<file path="src/include/rsm_pkg.sv">
// Shared constants, types and register map of the reset and supply monitor control block.
package rsm_pkg;
   // Register byte offsets on the bus.
   localparam logic [7:0] OFS_SUPPLY_CTRL = 8'h00;
   localparam logic [7:0] OFS_RESET_SRC = 8'h04;
   localparam logic [7:0] OFS_PWR_MODE = 8'h08;
   // Supply monitor control fields.
   localparam int B_DIG_EN = 7;
   localparam int B_DIG_STAT = 6;
   localparam int B_DIG_OK = 5;
   localparam int B_DIG_IE = 4;
   localparam int B_ANA_EN = 3;
   localparam int B_ANA_STAT = 2;
   localparam int B_ANA_OK = 1;
   localparam int B_ANA_IE = 0;
   // Reset source fields.
   localparam int B_POR_FLAG = 1;
   localparam int B_SW_RESET = 4;
   localparam int B_FLASH_ERR = 6;
   // Power unit mode fields.
   localparam int B_SLEEP = 0;
   localparam int B_MON_DIS = 5;
   // Values after a power-on or power-fail reset.
   localparam logic DIG_EN_RST = 1'b1;
   localparam logic MON_SEL_RST = 1'b1;
   localparam logic ANA_EN_RST = 1'b0;
   localparam logic IE_RST = 1'b0;
   localparam logic [7:0] PORT_LATCH_RST = 8'hFF;
   localparam logic [15:0] PC_RST = 16'h0000;
   // Timing.
   localparam int CLK_HZ = 20_000_000;
   localparam int POR_DELAY_MS = 7;
   localparam int POR_DELAY_CYC = POR_DELAY_MS * (CLK_HZ / 1000);
   localparam int OTHER_HOLD_CYC = 4;
   localparam int WDT_DIV = 12;
   // Supply comparator outputs, all high while the supply is above the threshold.
   typedef struct packed {
      logic por_ok;
      logic dig_rst_ok;
      logic dig_warn_ok;
      logic ana_rst_ok;
      logic ana_warn_ok;
   } supply_s;
   // Reset sequencer states.
   typedef enum logic [3:0] {
      ST_POR = 4'b0001,
      ST_MON = 4'b0010,
      ST_OTH = 4'b0100,
      ST_RUN = 4'b1000
   } state_e;
endpackage

</file>
<file path="src/rtl/reset_supply_ctrl.sv">
// Reset sequencer with power-on delay, supply monitors and an AHB-Lite register slave.
// What this block does
// Reset halts core, loads registers, disables interrupts
// Reset leaves RAM contents untouched
// Port latches all ones, open-drain, pull-ups on
// Power-on and monitor resets drive pin low
// Exit restarts fetch at zero, internal oscillator
// Exit enables watchdog at clock divided twelve
// Hold until supply good, then release delay
// Power-on flag set; other resets clear it
// Disabled power-on monitor turns resets into full
// Power-fail: digital monitor on, analog off
// Low selected supply holds reset until recovery
// Power-fail reads flag one, RAM invalid
// Only power resets change monitor enable/select
// Sleep disables monitors, wake restores software state
// Early-warning bit clears below warning threshold
// Flash write without digital monitor resets
// Monitor reset skips the power-on delay
// Firmware always writes the flag bit one
// Firmware enables monitor before selecting it
// Firmware enables analog monitor on converter supply
// Control bits: 7-4 digital; 3-0 analog
// Internal reset ORs all active sources; here it drops for one cycle when a monitor fault outlasts the power-on delay
//
// The address map and the AHB-Lite interface to the registers are this design's own decisions.
module reset_supply_ctrl
   import rsm_pkg::*;
#(
   parameter int POR_CYC = POR_DELAY_CYC
) (
   // Clock, reset and clock enable.
   input wire logic hclk,
   input wire logic hresetn,
   input wire logic ce,
   // AHB-Lite slave.
   input wire logic hsel,
   input wire logic [7:0] haddr,
   input wire logic [1:0] htrans,
   input wire logic hwrite,
   input wire logic [2:0] hsize,
   input wire logic [31:0] hwdata,
   input wire logic hready,
   output logic [31:0] hrdata,
   output logic hreadyout,
   output logic hresp,
   // Analog comparators, asynchronous to hclk.
   input wire supply_s supply_in,
   // Same-clock events from the core side.
   input wire logic flash_wr_req,
   input wire logic wake_evt,
   // Open-drain reset pin.
   output logic rst_pin_o,
   output logic rst_pin_oe,
   // Controls toward the rest of the device.
   output logic core_reset,
   output logic pc_load,
   output logic [15:0] pc_value,
   output logic osc_internal,
   output logic port_force,
   output logic [7:0] port_latch,
   output logic port_open_drain,
   output logic weak_pullup_en,
   output logic wdt_enable,
   output logic wdt_tick,
   output logic ram_invalid,
   output logic warn_irq
);
   localparam int CW = $clog2(POR_CYC + 1);
   localparam int WW = $clog2(WDT_DIV);

   // The shared counter must also reach the short hold, so it is refused when narrower.
   if (POR_CYC < OTHER_HOLD_CYC) begin : g_bad_por
      $error("POR_CYC must not be below the short reset hold");
   end

   // Three-stage synchroniser; the value changes once stages two and three agree.
   supply_s s1_q, s2_q, s3_q, sup_q;
   // Sequencer state and shared hold counter.
   state_e state_q, state_d;
   logic [CW-1:0] cnt_q, cnt_d;
   // Stored software state.
   logic dig_en_q, ana_en_q, mon_sel_q, dig_ie_q, ana_ie_q;
   logic mon_dis_q, sleep_q, por_flag_q, ferr_q, ram_bad_q;
   logic [WW-1:0] wdt_q;
   logic irq_q;
   // Bus data phase capture.
   logic wr_ph_q;
   logic [7:0] ad_q;
   logic [31:0] rdata_q;

   // Synchroniser chain; only the filtered copy feeds any logic.
   always_ff @(posedge hclk or negedge hresetn) begin
      if (!hresetn) begin
         s1_q <= '0;
         s2_q <= '0;
         s3_q <= '0;
         sup_q <= '0;
      end else if (ce) begin
         s1_q <= supply_in;
         s2_q <= s1_q;
         s3_q <= s2_q;
         if (s2_q == s3_q) begin
            sup_q <= s3_q;
         end
      end
   end

   // Bus decode; any NONSEQ or SEQ transfer is taken, and the transfer size is not checked.
   wire addr_ph = hsel && hready && htrans[1];
   wire wr_now = wr_ph_q;
   wire wr_ctrl = wr_now && (ad_q == OFS_SUPPLY_CTRL);
   wire wr_rsrc = wr_now && (ad_q == OFS_RESET_SRC);
   wire wr_pmode = wr_now && (ad_q == OFS_PWR_MODE);

   // Monitors are forced off in sleep; the stored bits survive for the wake.
   wire dig_act = dig_en_q && !sleep_q;
   wire ana_act = ana_en_q && !sleep_q;
   // The power-on comparator is honoured only while not disabled, even in sleep.
   wire por_fail = !mon_dis_q && !sup_q.por_ok;
   // A selected, active monitor below its reset threshold.
   wire mon_fail = mon_sel_q && ((dig_act && !sup_q.dig_rst_ok) || (ana_act && !sup_q.ana_rst_ok));
   // Flash writes without the digital monitor are an error.
   wire flash_err = flash_wr_req && !dig_en_q;
   wire sw_rst = wr_rsrc && hwdata[B_SW_RESET];
   wire oth_evt = (flash_err || sw_rst) && (state_q == ST_RUN);
   wire cnt_por_done = (cnt_q == CW'(POR_CYC - 1));
   wire cnt_oth_done = (cnt_q == CW'(OTHER_HOLD_CYC - 1));
   wire leave = (state_q != ST_RUN) && (state_d == ST_RUN);
   wire leave_pwr = leave && (state_q != ST_OTH);

   // Next state: the internal reset is held while any source stays active, but drops for one cycle when a monitor fault outlasts the power-on delay.
   always_comb begin
      state_d = state_q;
      cnt_d = cnt_q;
      if (por_fail) begin
         // Supply below the power-on threshold restarts the whole delay.
         state_d = ST_POR;
         cnt_d = '0;
      end else if (mon_fail && state_q != ST_POR) begin
         // With the power-on monitor off, a monitor reset is a full one too.
         state_d = mon_dis_q ? ST_POR : ST_MON;
         cnt_d = '0;
      end else begin
         unique case (state_q)
            ST_POR: begin
               // Release after the full delay counted from a good supply.
               cnt_d = cnt_q + CW'(1);
               if (cnt_por_done) begin
                  state_d = ST_RUN;
               end
            end
            ST_MON: begin
               // Recovery releases at once, with no power-on delay.
               state_d = ST_RUN;
            end
            ST_OTH: begin
               cnt_d = cnt_q + CW'(1);
               if (cnt_oth_done) begin
                  state_d = ST_RUN;
               end
            end
            ST_RUN: begin
               if (oth_evt) begin
                  // With the power-on monitor off, any reset becomes a full one.
                  state_d = mon_dis_q ? ST_POR : ST_OTH;
                  cnt_d = '0;
               end
            end
         endcase
      end
   end

   // Sequencer state register.
   always_ff @(posedge hclk or negedge hresetn) begin
      if (!hresetn) begin
         state_q <= ST_POR;
         cnt_q <= '0;
      end else if (ce) begin
         state_q <= state_d;
         cnt_q <= cnt_d;
      end
   end

   // Monitor enables and selection; only power resets reload them.
   always_ff @(posedge hclk or negedge hresetn) begin
      if (!hresetn) begin
         dig_en_q <= DIG_EN_RST;
         ana_en_q <= ANA_EN_RST;
         mon_sel_q <= MON_SEL_RST;
         mon_dis_q <= 1'b0;
      end else if (ce) begin
         if (state_d == ST_POR || state_d == ST_MON) begin
            // Power resets restore digital on and selected, analog off.
            dig_en_q <= DIG_EN_RST;
            ana_en_q <= ANA_EN_RST;
            mon_sel_q <= MON_SEL_RST;
         end else if (wr_ctrl) begin
            // Enable bits sit at their fixed positions.
            dig_en_q <= hwdata[B_DIG_EN];
            ana_en_q <= hwdata[B_ANA_EN];
         end else if (wr_rsrc) begin
            // Writing the flag bit as one keeps the monitor selected.
            mon_sel_q <= hwdata[B_POR_FLAG];
         end
         if (state_d == ST_POR) begin
            // A full power-on re-enables the power-on monitor.
            mon_dis_q <= 1'b0;
         end else if (wr_pmode) begin
            mon_dis_q <= hwdata[B_MON_DIS];
         end
      end
   end

   // Interrupt enables, sleep request and cause flags.
   always_ff @(posedge hclk or negedge hresetn) begin
      if (!hresetn) begin
         dig_ie_q <= IE_RST;
         ana_ie_q <= IE_RST;
         sleep_q <= 1'b0;
         por_flag_q <= 1'b1;
         ferr_q <= 1'b0;
         ram_bad_q <= 1'b1;
      end else if (ce) begin
         if (core_reset) begin
            // Every reset returns enables to their reset values.
            dig_ie_q <= IE_RST;
            ana_ie_q <= IE_RST;
            sleep_q <= 1'b0;
         end else begin
            if (wr_ctrl) begin
               dig_ie_q <= hwdata[B_DIG_IE];
               ana_ie_q <= hwdata[B_ANA_IE];
            end
            // Wake wins over a sleep request in the same cycle.
            if (wake_evt) begin
               sleep_q <= 1'b0;
            end else if (wr_pmode) begin
               sleep_q <= hwdata[B_SLEEP];
            end
         end
         if (leave) begin
            // Power resets set the flag; any other reset clears it.
            por_flag_q <= leave_pwr;
            ferr_q <= (state_q == ST_OTH) && ferr_q;
            ram_bad_q <= leave_pwr;
         end
         if (oth_evt && flash_err) begin
            ferr_q <= 1'b1;
         end
      end
   end

   // Watchdog prescaler runs from the system clock whenever out of reset.
   always_ff @(posedge hclk or negedge hresetn) begin
      if (!hresetn) begin
         wdt_q <= '0;
      end else if (ce) begin
         if (core_reset || wdt_q == WW'(WDT_DIV - 1)) begin
            wdt_q <= '0;
         end else begin
            wdt_q <= wdt_q + WW'(1);
         end
      end
   end

   // Early-warning bits clear below the warning threshold.
   wire dig_ok = dig_act && sup_q.dig_warn_ok;
   wire ana_ok = ana_act && sup_q.ana_warn_ok;
   wire [7:0] ctrl_rd = {dig_en_q, dig_act && sup_q.dig_rst_ok, dig_ok, dig_ie_q,
                         ana_en_q, ana_act && sup_q.ana_rst_ok, ana_ok, ana_ie_q};
   wire [7:0] rsrc_rd = {1'b0, ferr_q, 4'h0, por_flag_q, 1'b0};
   wire [7:0] pmode_rd = {2'h0, mon_dis_q, 4'h0, sleep_q};
   wire [7:0] rd_sel = (haddr == OFS_SUPPLY_CTRL) ? ctrl_rd :
                       (haddr == OFS_RESET_SRC) ? rsrc_rd :
                       (haddr == OFS_PWR_MODE) ? pmode_rd : 8'h00;

   // Bus phase capture; reads are latched at the address phase.
   always_ff @(posedge hclk or negedge hresetn) begin
      if (!hresetn) begin
         wr_ph_q <= 1'b0;
         ad_q <= 8'h00;
         rdata_q <= 32'h0000_0000;
      end else if (ce) begin
         wr_ph_q <= addr_ph && hwrite;
         if (addr_ph) begin
            ad_q <= haddr;
            rdata_q <= {24'h00_0000, rd_sel};
         end
      end
   end

   // Early-warning interrupt, enabled per monitor.
   always_ff @(posedge hclk or negedge hresetn) begin
      if (!hresetn) begin
         irq_q <= 1'b0;
      end else if (ce) begin
         irq_q <= !core_reset && ((dig_ie_q && dig_act && !sup_q.dig_warn_ok) ||
                                  (ana_ie_q && ana_act && !sup_q.ana_warn_ok));
      end
   end

   // The slave answers with no wait states and always OKAY.
   assign hrdata = rdata_q;
   assign hreadyout = 1'b1;
   assign hresp = 1'b0;
   // Reset pin pulled low only for power-on and monitor resets.
   assign rst_pin_o = 1'b0;
   assign rst_pin_oe = (state_q == ST_POR) || (state_q == ST_MON);
   // Core, timers and interrupts held while not running.
   assign core_reset = (state_q != ST_RUN);
   // RAM has no clear strobe here, so its bytes outlive any reset.
   assign ram_invalid = ram_bad_q;
   // Fetch restarts at zero on the internal oscillator.
   assign pc_load = core_reset;
   assign pc_value = PC_RST;
   assign osc_internal = core_reset;
   // Port latches forced to ones in open-drain mode, pull-ups kept on.
   assign port_force = core_reset;
   assign port_latch = PORT_LATCH_RST;
   assign port_open_drain = core_reset;
   assign weak_pullup_en = 1'b1;
   // Watchdog enabled on exit from any reset.
   assign wdt_enable = !core_reset;
   assign wdt_tick = !core_reset && (wdt_q == WW'(WDT_DIV - 1));
   assign warn_irq = irq_q;
endmodule

</file>
<file path="config.mk">
export PLATFORM = sky130hd
export DESIGN_NAME = reset_supply_ctrl
export DESIGN_NICKNAME = d
export VERILOG_FILES = /design/src/include/rsm_pkg.sv /design/src/rtl/reset_supply_ctrl.sv
export SDC_FILE = /design/constraint.sdc
export NUM_CORES = 1
export LEC_CHECK = 0
export ABC_AREA = 1
export ABC_CLOCK_PERIOD_IN_PS = 2700
export BUFFER_PORTS_ARGS = -buffer_cell sky130_fd_sc_hd__buf_2
export CORE_ASPECT_RATIO = 1.75
export CORE_MARGIN = 5
export CORE_UTILIZATION = 57
export DETAILED_ROUTE_END_ITERATION = 10
export PLACE_DENSITY = 0.84
export SYNTH_ARGS = -nofsm -noshare
export SYNTH_HDL_FRONTEND = slang
export SYNTH_SLANG_ARGS = --single-unit
</file>
<file path="constraint.sdc">
create_clock -name hclk -period 2.7 [get_ports hclk]
set_input_delay 0.405 -clock hclk [delete_from_list [all_inputs] [get_ports hclk]]
set_output_delay 0.405 -clock hclk [all_outputs]
set_load 0.005 [all_outputs]
</file>
After elaboration in Yosys (flattened, before gate mapping)
Index checks and enable logic that the tools add are counted.
{"block": "classes", "n_addsub": 2, "n_reduce_logical": 65, "eq_ne": 20, "n_mux": 34}
{"op": "18-bit two-way mux", "n": 3}
{"op": "18-bit case mux with 2 select lines", "n": 1}
{"op": "1-bit logical AND", "n": 30}
{"op": "4-bit two-way mux", "n": 6}
{"op": "18-bit by 1-bit adder with 18-bit output (second input constant)", "n": 1}
{"op": "18-bit equality test (second input constant)", "n": 1}
{"op": "18-bit by 2-bit equality test with 1-bit output (second input constant)", "n": 1}
{"op": "1-bit two-way mux", "n": 18}
{"op": "8-bit by 3-bit equality test with 1-bit output (second input constant)", "n": 2}
{"op": "8-bit by 4-bit equality test with 1-bit output (second input constant)", "n": 2}
{"op": "8-bit logical NOT", "n": 2}
{"op": "4-bit case mux with 4 select lines", "n": 1}
{"op": "2-bit AND reduction", "n": 8}
{"op": "4-bit equality test (second input constant)", "n": 3}
{"op": "2-bit nonzero test", "n": 5}
{"op": "1-bit logical NOT", "n": 9}
{"op": "4-bit by 1-bit equality test with 1-bit output (second input constant)", "n": 2}
{"op": "4-bit by 2-bit equality test with 1-bit output (second input constant)", "n": 2}
{"op": "8-bit two-way mux", "n": 1}
{"op": "4-bit by 3-bit inequality test with 1-bit output (second input constant)", "n": 2}
{"op": "7-bit two-way mux", "n": 1}
{"op": "1-bit logical OR", "n": 6}
{"op": "6-bit two-way mux", "n": 1}
{"op": "3-bit AND reduction", "n": 2}
{"op": "other kinds (11)", "n": 11}
{"block": "word_totals", "in_bits": 58, "ff_bits": 73, "word_cells": 157, "output_inout_bits": 70}

Depth between registers and ports, before layout
{"block": "depth", "word_depth": 13, "mapped_depth": 16, "ltp_nobuf": 16}

Worst setup path after synthesis
OpenSTA, ideal clock, no wires.
{"block": "synth_timing", "path_type": "register -> register", "start": "register cnt_q[0]", "end": "register ferr_q", "setup_slack_ps": 905, "n_path_buf": 0, "setup_time_ps": 124, "path_stages_with_launch": 13, "required_ps": 2576, "synth_period_minus_slack_ps": 1795, "arrival_ps": 1671, "cell_sequence": "dfrtp_1 ha_1 nand2_1 nor2_1 nand3_2 nand2_1 nand2_2 nand2_2 nand2_2 nor3_2 nand2_1 o21ai_1 o21ai_1"}
{"block": "synth_between", "elab_chain_cells": 9, "word_cells_on_any_way": 11, "classes_between": "3 x eq/ne; 5 x mux; 3 x reduce/logical"}
{"element": "start, declared", "line_no": "reset_supply_ctrl.sv:81", "rtl": "logic [CW-1:0] cnt_q, cnt_d;"}
{"element": "start signal, assigned", "line_no": "reset_supply_ctrl.sv:181", "rtl": "cnt_q <= cnt_d;"}
{"element": "18-bit by 2-bit equality test with 1-bit output / 18-bit equality test (equally long branches)", "line_no": "reset_supply_ctrl.sv:128, reset_supply_ctrl.sv:127"}
{"element": "4-bit two-way mux (on tied branches)", "line_no": "reset_supply_ctrl.sv:159, reset_supply_ctrl.sv:149"}
{"element": "4-bit case mux with 4 select lines (*)", "line_no": "reset_supply_ctrl.sv:145", "rtl": "unique case (state_q)"}
{"element": "4-bit two-way mux (*)", "line_no": "reset_supply_ctrl.sv:140", "rtl": "end else if (mon_fail && state_q != ST_POR) begin"}
{"element": "4-bit two-way mux (*)", "line_no": "reset_supply_ctrl.sv:136", "rtl": "if (por_fail) begin"}
{"element": "4-bit equality test (*)", "line_no": "reset_supply_ctrl.sv:129", "rtl": "wire leave = (state_q != ST_RUN) && (state_d == ST_RUN);"}
{"element": "1-bit logical AND (*)", "line_no": "reset_supply_ctrl.sv:129"}
{"element": "2-bit nonzero test (no source line) (*)"}
{"element": "2-bit AND reduction (no source line) (*)"}
{"element": "end signal, assigned", "line_no": "reset_supply_ctrl.sv:245", "rtl": "ferr_q <= (state_q == ST_OTH) && ferr_q;"}
{"element": "end, declared", "line_no": "reset_supply_ctrl.sv:84", "rtl": "logic mon_dis_q, sleep_q, por_flag_q, ferr_q, ram_bad_q;"}
Every way passes the cells marked *; elsewhere a longest branch is shown, timed or not.
A chain may end at the register's enable or synchronous reset.

Worst setup path in the final report
Same ends and word-level chain as after synthesis.

==> impl_metrics.tcl <==
set metrics [dict create \
    run_status "completed" \
    skew_ps 6.610 \
    dr.pass1.iters 7 \
    dp_hpwl_um 7798 \
    path_class "flop to flop" \
    cts_made_buffers 9 \
    syn_area_um2 4441 \
    synth_area_per_cell_um2 7.832 \
    ys.flop_type "dfrtp_1" \
    clock_latency_ps 330 \
    period_minus_slack_ps 2225 \
    layout-drive-gt1-share_pct 18.18 \
    vias 3849 \
    gr-total-overflow 0 \
    htreeDepth 3 \
    synth-edff-count 0 \
    cts-root-buf "clkbuf_16" \
    setup_violations 0 \
    ios 128 \
    clock_path_buffers 2 \
    drc 0 \
    path_buf_inv 0 \
    pwr-share-clk_pct 31.7 \
    diodes 0 \
    antenna_found_initial 0 \
    wl_per_cell_um 14.63 \
    area_delta_synth_final_pct 8.369 \
    hold_viol 0 \
    grt_pass1_wl_um 16800 \
    ant_nets 0 \
    rsz0062_at_grt "no" \
    p_int_w 0.002257 \
    finalCritPeriodShare_pct 82.42 \
    cts.sinks 73 \
    post_drt_via_cell_ratio 5.467 \
    max_cap_viol_count 0 \
    start_kind "flop" \
    cts_setup_buffers 0 \
    grt_max_degree 41 \
    drtIter0Drc 313 \
    dieArea_um2 9725 \
    final_common_cell "nand2_1" \
    max_clock_freq_mhz 449.4 \
    p_per_area_nw_per_um2 732.8 \
    async_flop_share_pct 100.0 \
    drt_wl_total_um 10300 \
    layout_common_cells "124 x nand2_1, 69 x dfrtp_1, 56 x inv_1, 52 x conb_1, 47 x nor2_1" \
    nets 671 \
    vdd_ir_drop_max_mv 0.6174 \
    p_sw_w 0.001270 \
    port_buffers 45 \
    synth_seq_cells 73 \
    combPwrFrac_pct 29.2 \
    gp_congestion 0.9273 \
    cts_resized 0 \
    cpMaxStageDelayCell "dfrtp_1" \
    synth_warnings 0 \
    seqPwrFrac_pct 39.1 \
    ys_types 48 \
    worst-path-max-fanout 6 \
    clk_pin_slew_ps 60 \
    grt_use_total_pct 21.20 \
    syn_inst 567 \
    hold_buffers 0 \
    cp_top_family "simple AND/OR/NAND/NOR gates" \
    timing.final.ws_setup_ps 474.6 \
    leakagePower_nw 2.393 \
    cts_tree "done" \
    worst_slew_pin_slew_ps 930.8 \
    tns_ps 0 \
    slowest_delay_ps 430 \
    die_w_um 76.72 \
    maxSlewHeadroom_pct 37.95 \
    arrival_ps 2440 \
    path_cells "ha_1, nand2_1, nor2_1, nand3_2, nand2_1, nand2_2, nand2_2, nand2_2, nor3_2, nand2_1, o21ai_1, o21ai_1" \
    rows 42 \
    core_um2 7567 \
    hp-class "input port to asynchronous set/reset pin" \
    p_sw_share_pct 36.01 \
    crit_required_ps 2920 \
    grt_pass1_vias 3805 \
    die_height_um 126.8 \
    start_util_pct 58.68 \
    synth-seq-area-share_pct 41.25 \
    slew_viol_final 0 \
    end_kind "flop" \
    nFillCells 650 \
    pre_cts_ws_ps 497.2 \
]
cells in the mapped netlist, types with 3 or more instances:
master / count / share of area [%]
nand3_2: 6 / 1.4
inv_2: 5 / 0.42
dfstp_2: 4 / 2.4
o22ai_1: 4 / 0.56
o31ai_1: 7 / 1.2
nand3_1: 28 / 3.2
xor2_1: 7 / 1.4
nor4_1: 3 / 0.42
clkbuf_1: 6 / 0.51
nor3_1: 14 / 1.6
nor2_1: 47 / 4.0
o21ai_0: 34 / 3.8
inv_1: 56 / 4.7
nand2_4: 4 / 1.0
a31oi_1: 4 / 0.56
a21oi_1: 20 / 2.3
buf_4: 59 / 10
nand2_2: 11 / 1.5
nand4_1: 11 / 1.5
o21ai_1: 3 / 0.34
dfrtp_1: 69 / 39
nand2_1: 124 / 10
nor2_2: 5 / 0.70
per-stage QoR:
step                      instances  util, %  cell area [um^2]  hold WS, ps  power [W]
after floorplan                 617        -              4628        109.4   0.002201
after global placement          688    59.84              4528        456.1   0.002372
after detailed placement        688    59.84              4528        458.3   0.002414
after CTS                       704    63.59              4812        237.0   0.003548
after global routing            704    63.59              4812        288.6   0.003753
final                           704    63.59              4812        210.0   0.003526
layout make-up:
cell class / instances / area [um^2] / share of cell area [%]
multi-input combinational: 412 / 2056 / 42.72
sequential: 73 / 1832 / 38.07
timing repair buffer: 51 / 282.8 / 5.876
clock buffer: 12 / 256.5 / 5.330
inverter: 64 / 247.7 / 5.148
tap: 88 / 110.1 / 2.288
clock inverter: 4 / 27.53 / 0.5720
state kept, by name, indices dropped and copies added, names as in the netlist, 4 cells and up:
register / flops
s1_q: 5
hrdata: 8
cnt_q: 18
ad_q: 8
sup_q: 5
s3_q: 5
wdt_q: 4
state_q: 4
s2_q: 5
power by group through the flow:
stage               combinational, W  clock [W]  sequential [W]
global route                 0.00117    0.00118         0.00140
global placement            0.000986          0         0.00139
CTS                          0.00103    0.00114         0.00138
floorplan                   0.000839          0         0.00136
finish                       0.00103    0.00112         0.00138
detailed placement           0.00102          0         0.00139
logic make-up after synthesis:
| logic type | count (synthesis) | synth area share, % |
|---|---|---|
| AO/OA/AOI/OAI | 87 | 11.55 |
| other | 2 | 0.1691 |
| adder cells (fa/ha/maj) | 2 | 0.5634 |
| multiplexers | 1 | 0.2536 |
| AND/OR/NAND/NOR | 263 | 28.15 |
| buffers and inverters | 132 | 16.68 |
| XOR/XNOR | 7 | 1.381 |
| flip-flops | 73 | 41.25 |
worst paths after layout:
path,depth (start not counted),endpoint,startpoint,slack (ps)
max,12,ferr_q$_DFFE_PN0P_,cnt_q[0]$_DFFE_PN0P_,470
min,1,cnt_q[13]$_DFFE_PN0P_,hresetn,210
max reg2reg,12,ferr_q$_DFFE_PN0P_,cnt_q[0]$_DFFE_PN0P_,470
min reg2reg,2,s1_q[2]$_DFFE_PN0P_,s1_q[2]$_DFFE_PN0P_,480
max in group asynchronous,2,sup_q[2]$_DFFE_PN0P_,hresetn,1790
min in group hclk,3,s1_q[0]$_DFFE_PN0P_,supply_in[0],270
layer usage:
layer	vias to the layer above	part of all wire [%]	wire, um	track usage, %
met5	-	0	0	0
met3	43	5.8	595	4.326
met4	0	4.5	465	15.45
met1	1821	35	3588	21.82
met2	152	55	5650	37.26
li1	1833	-	-	-
(Power assumes the default switching activity.)
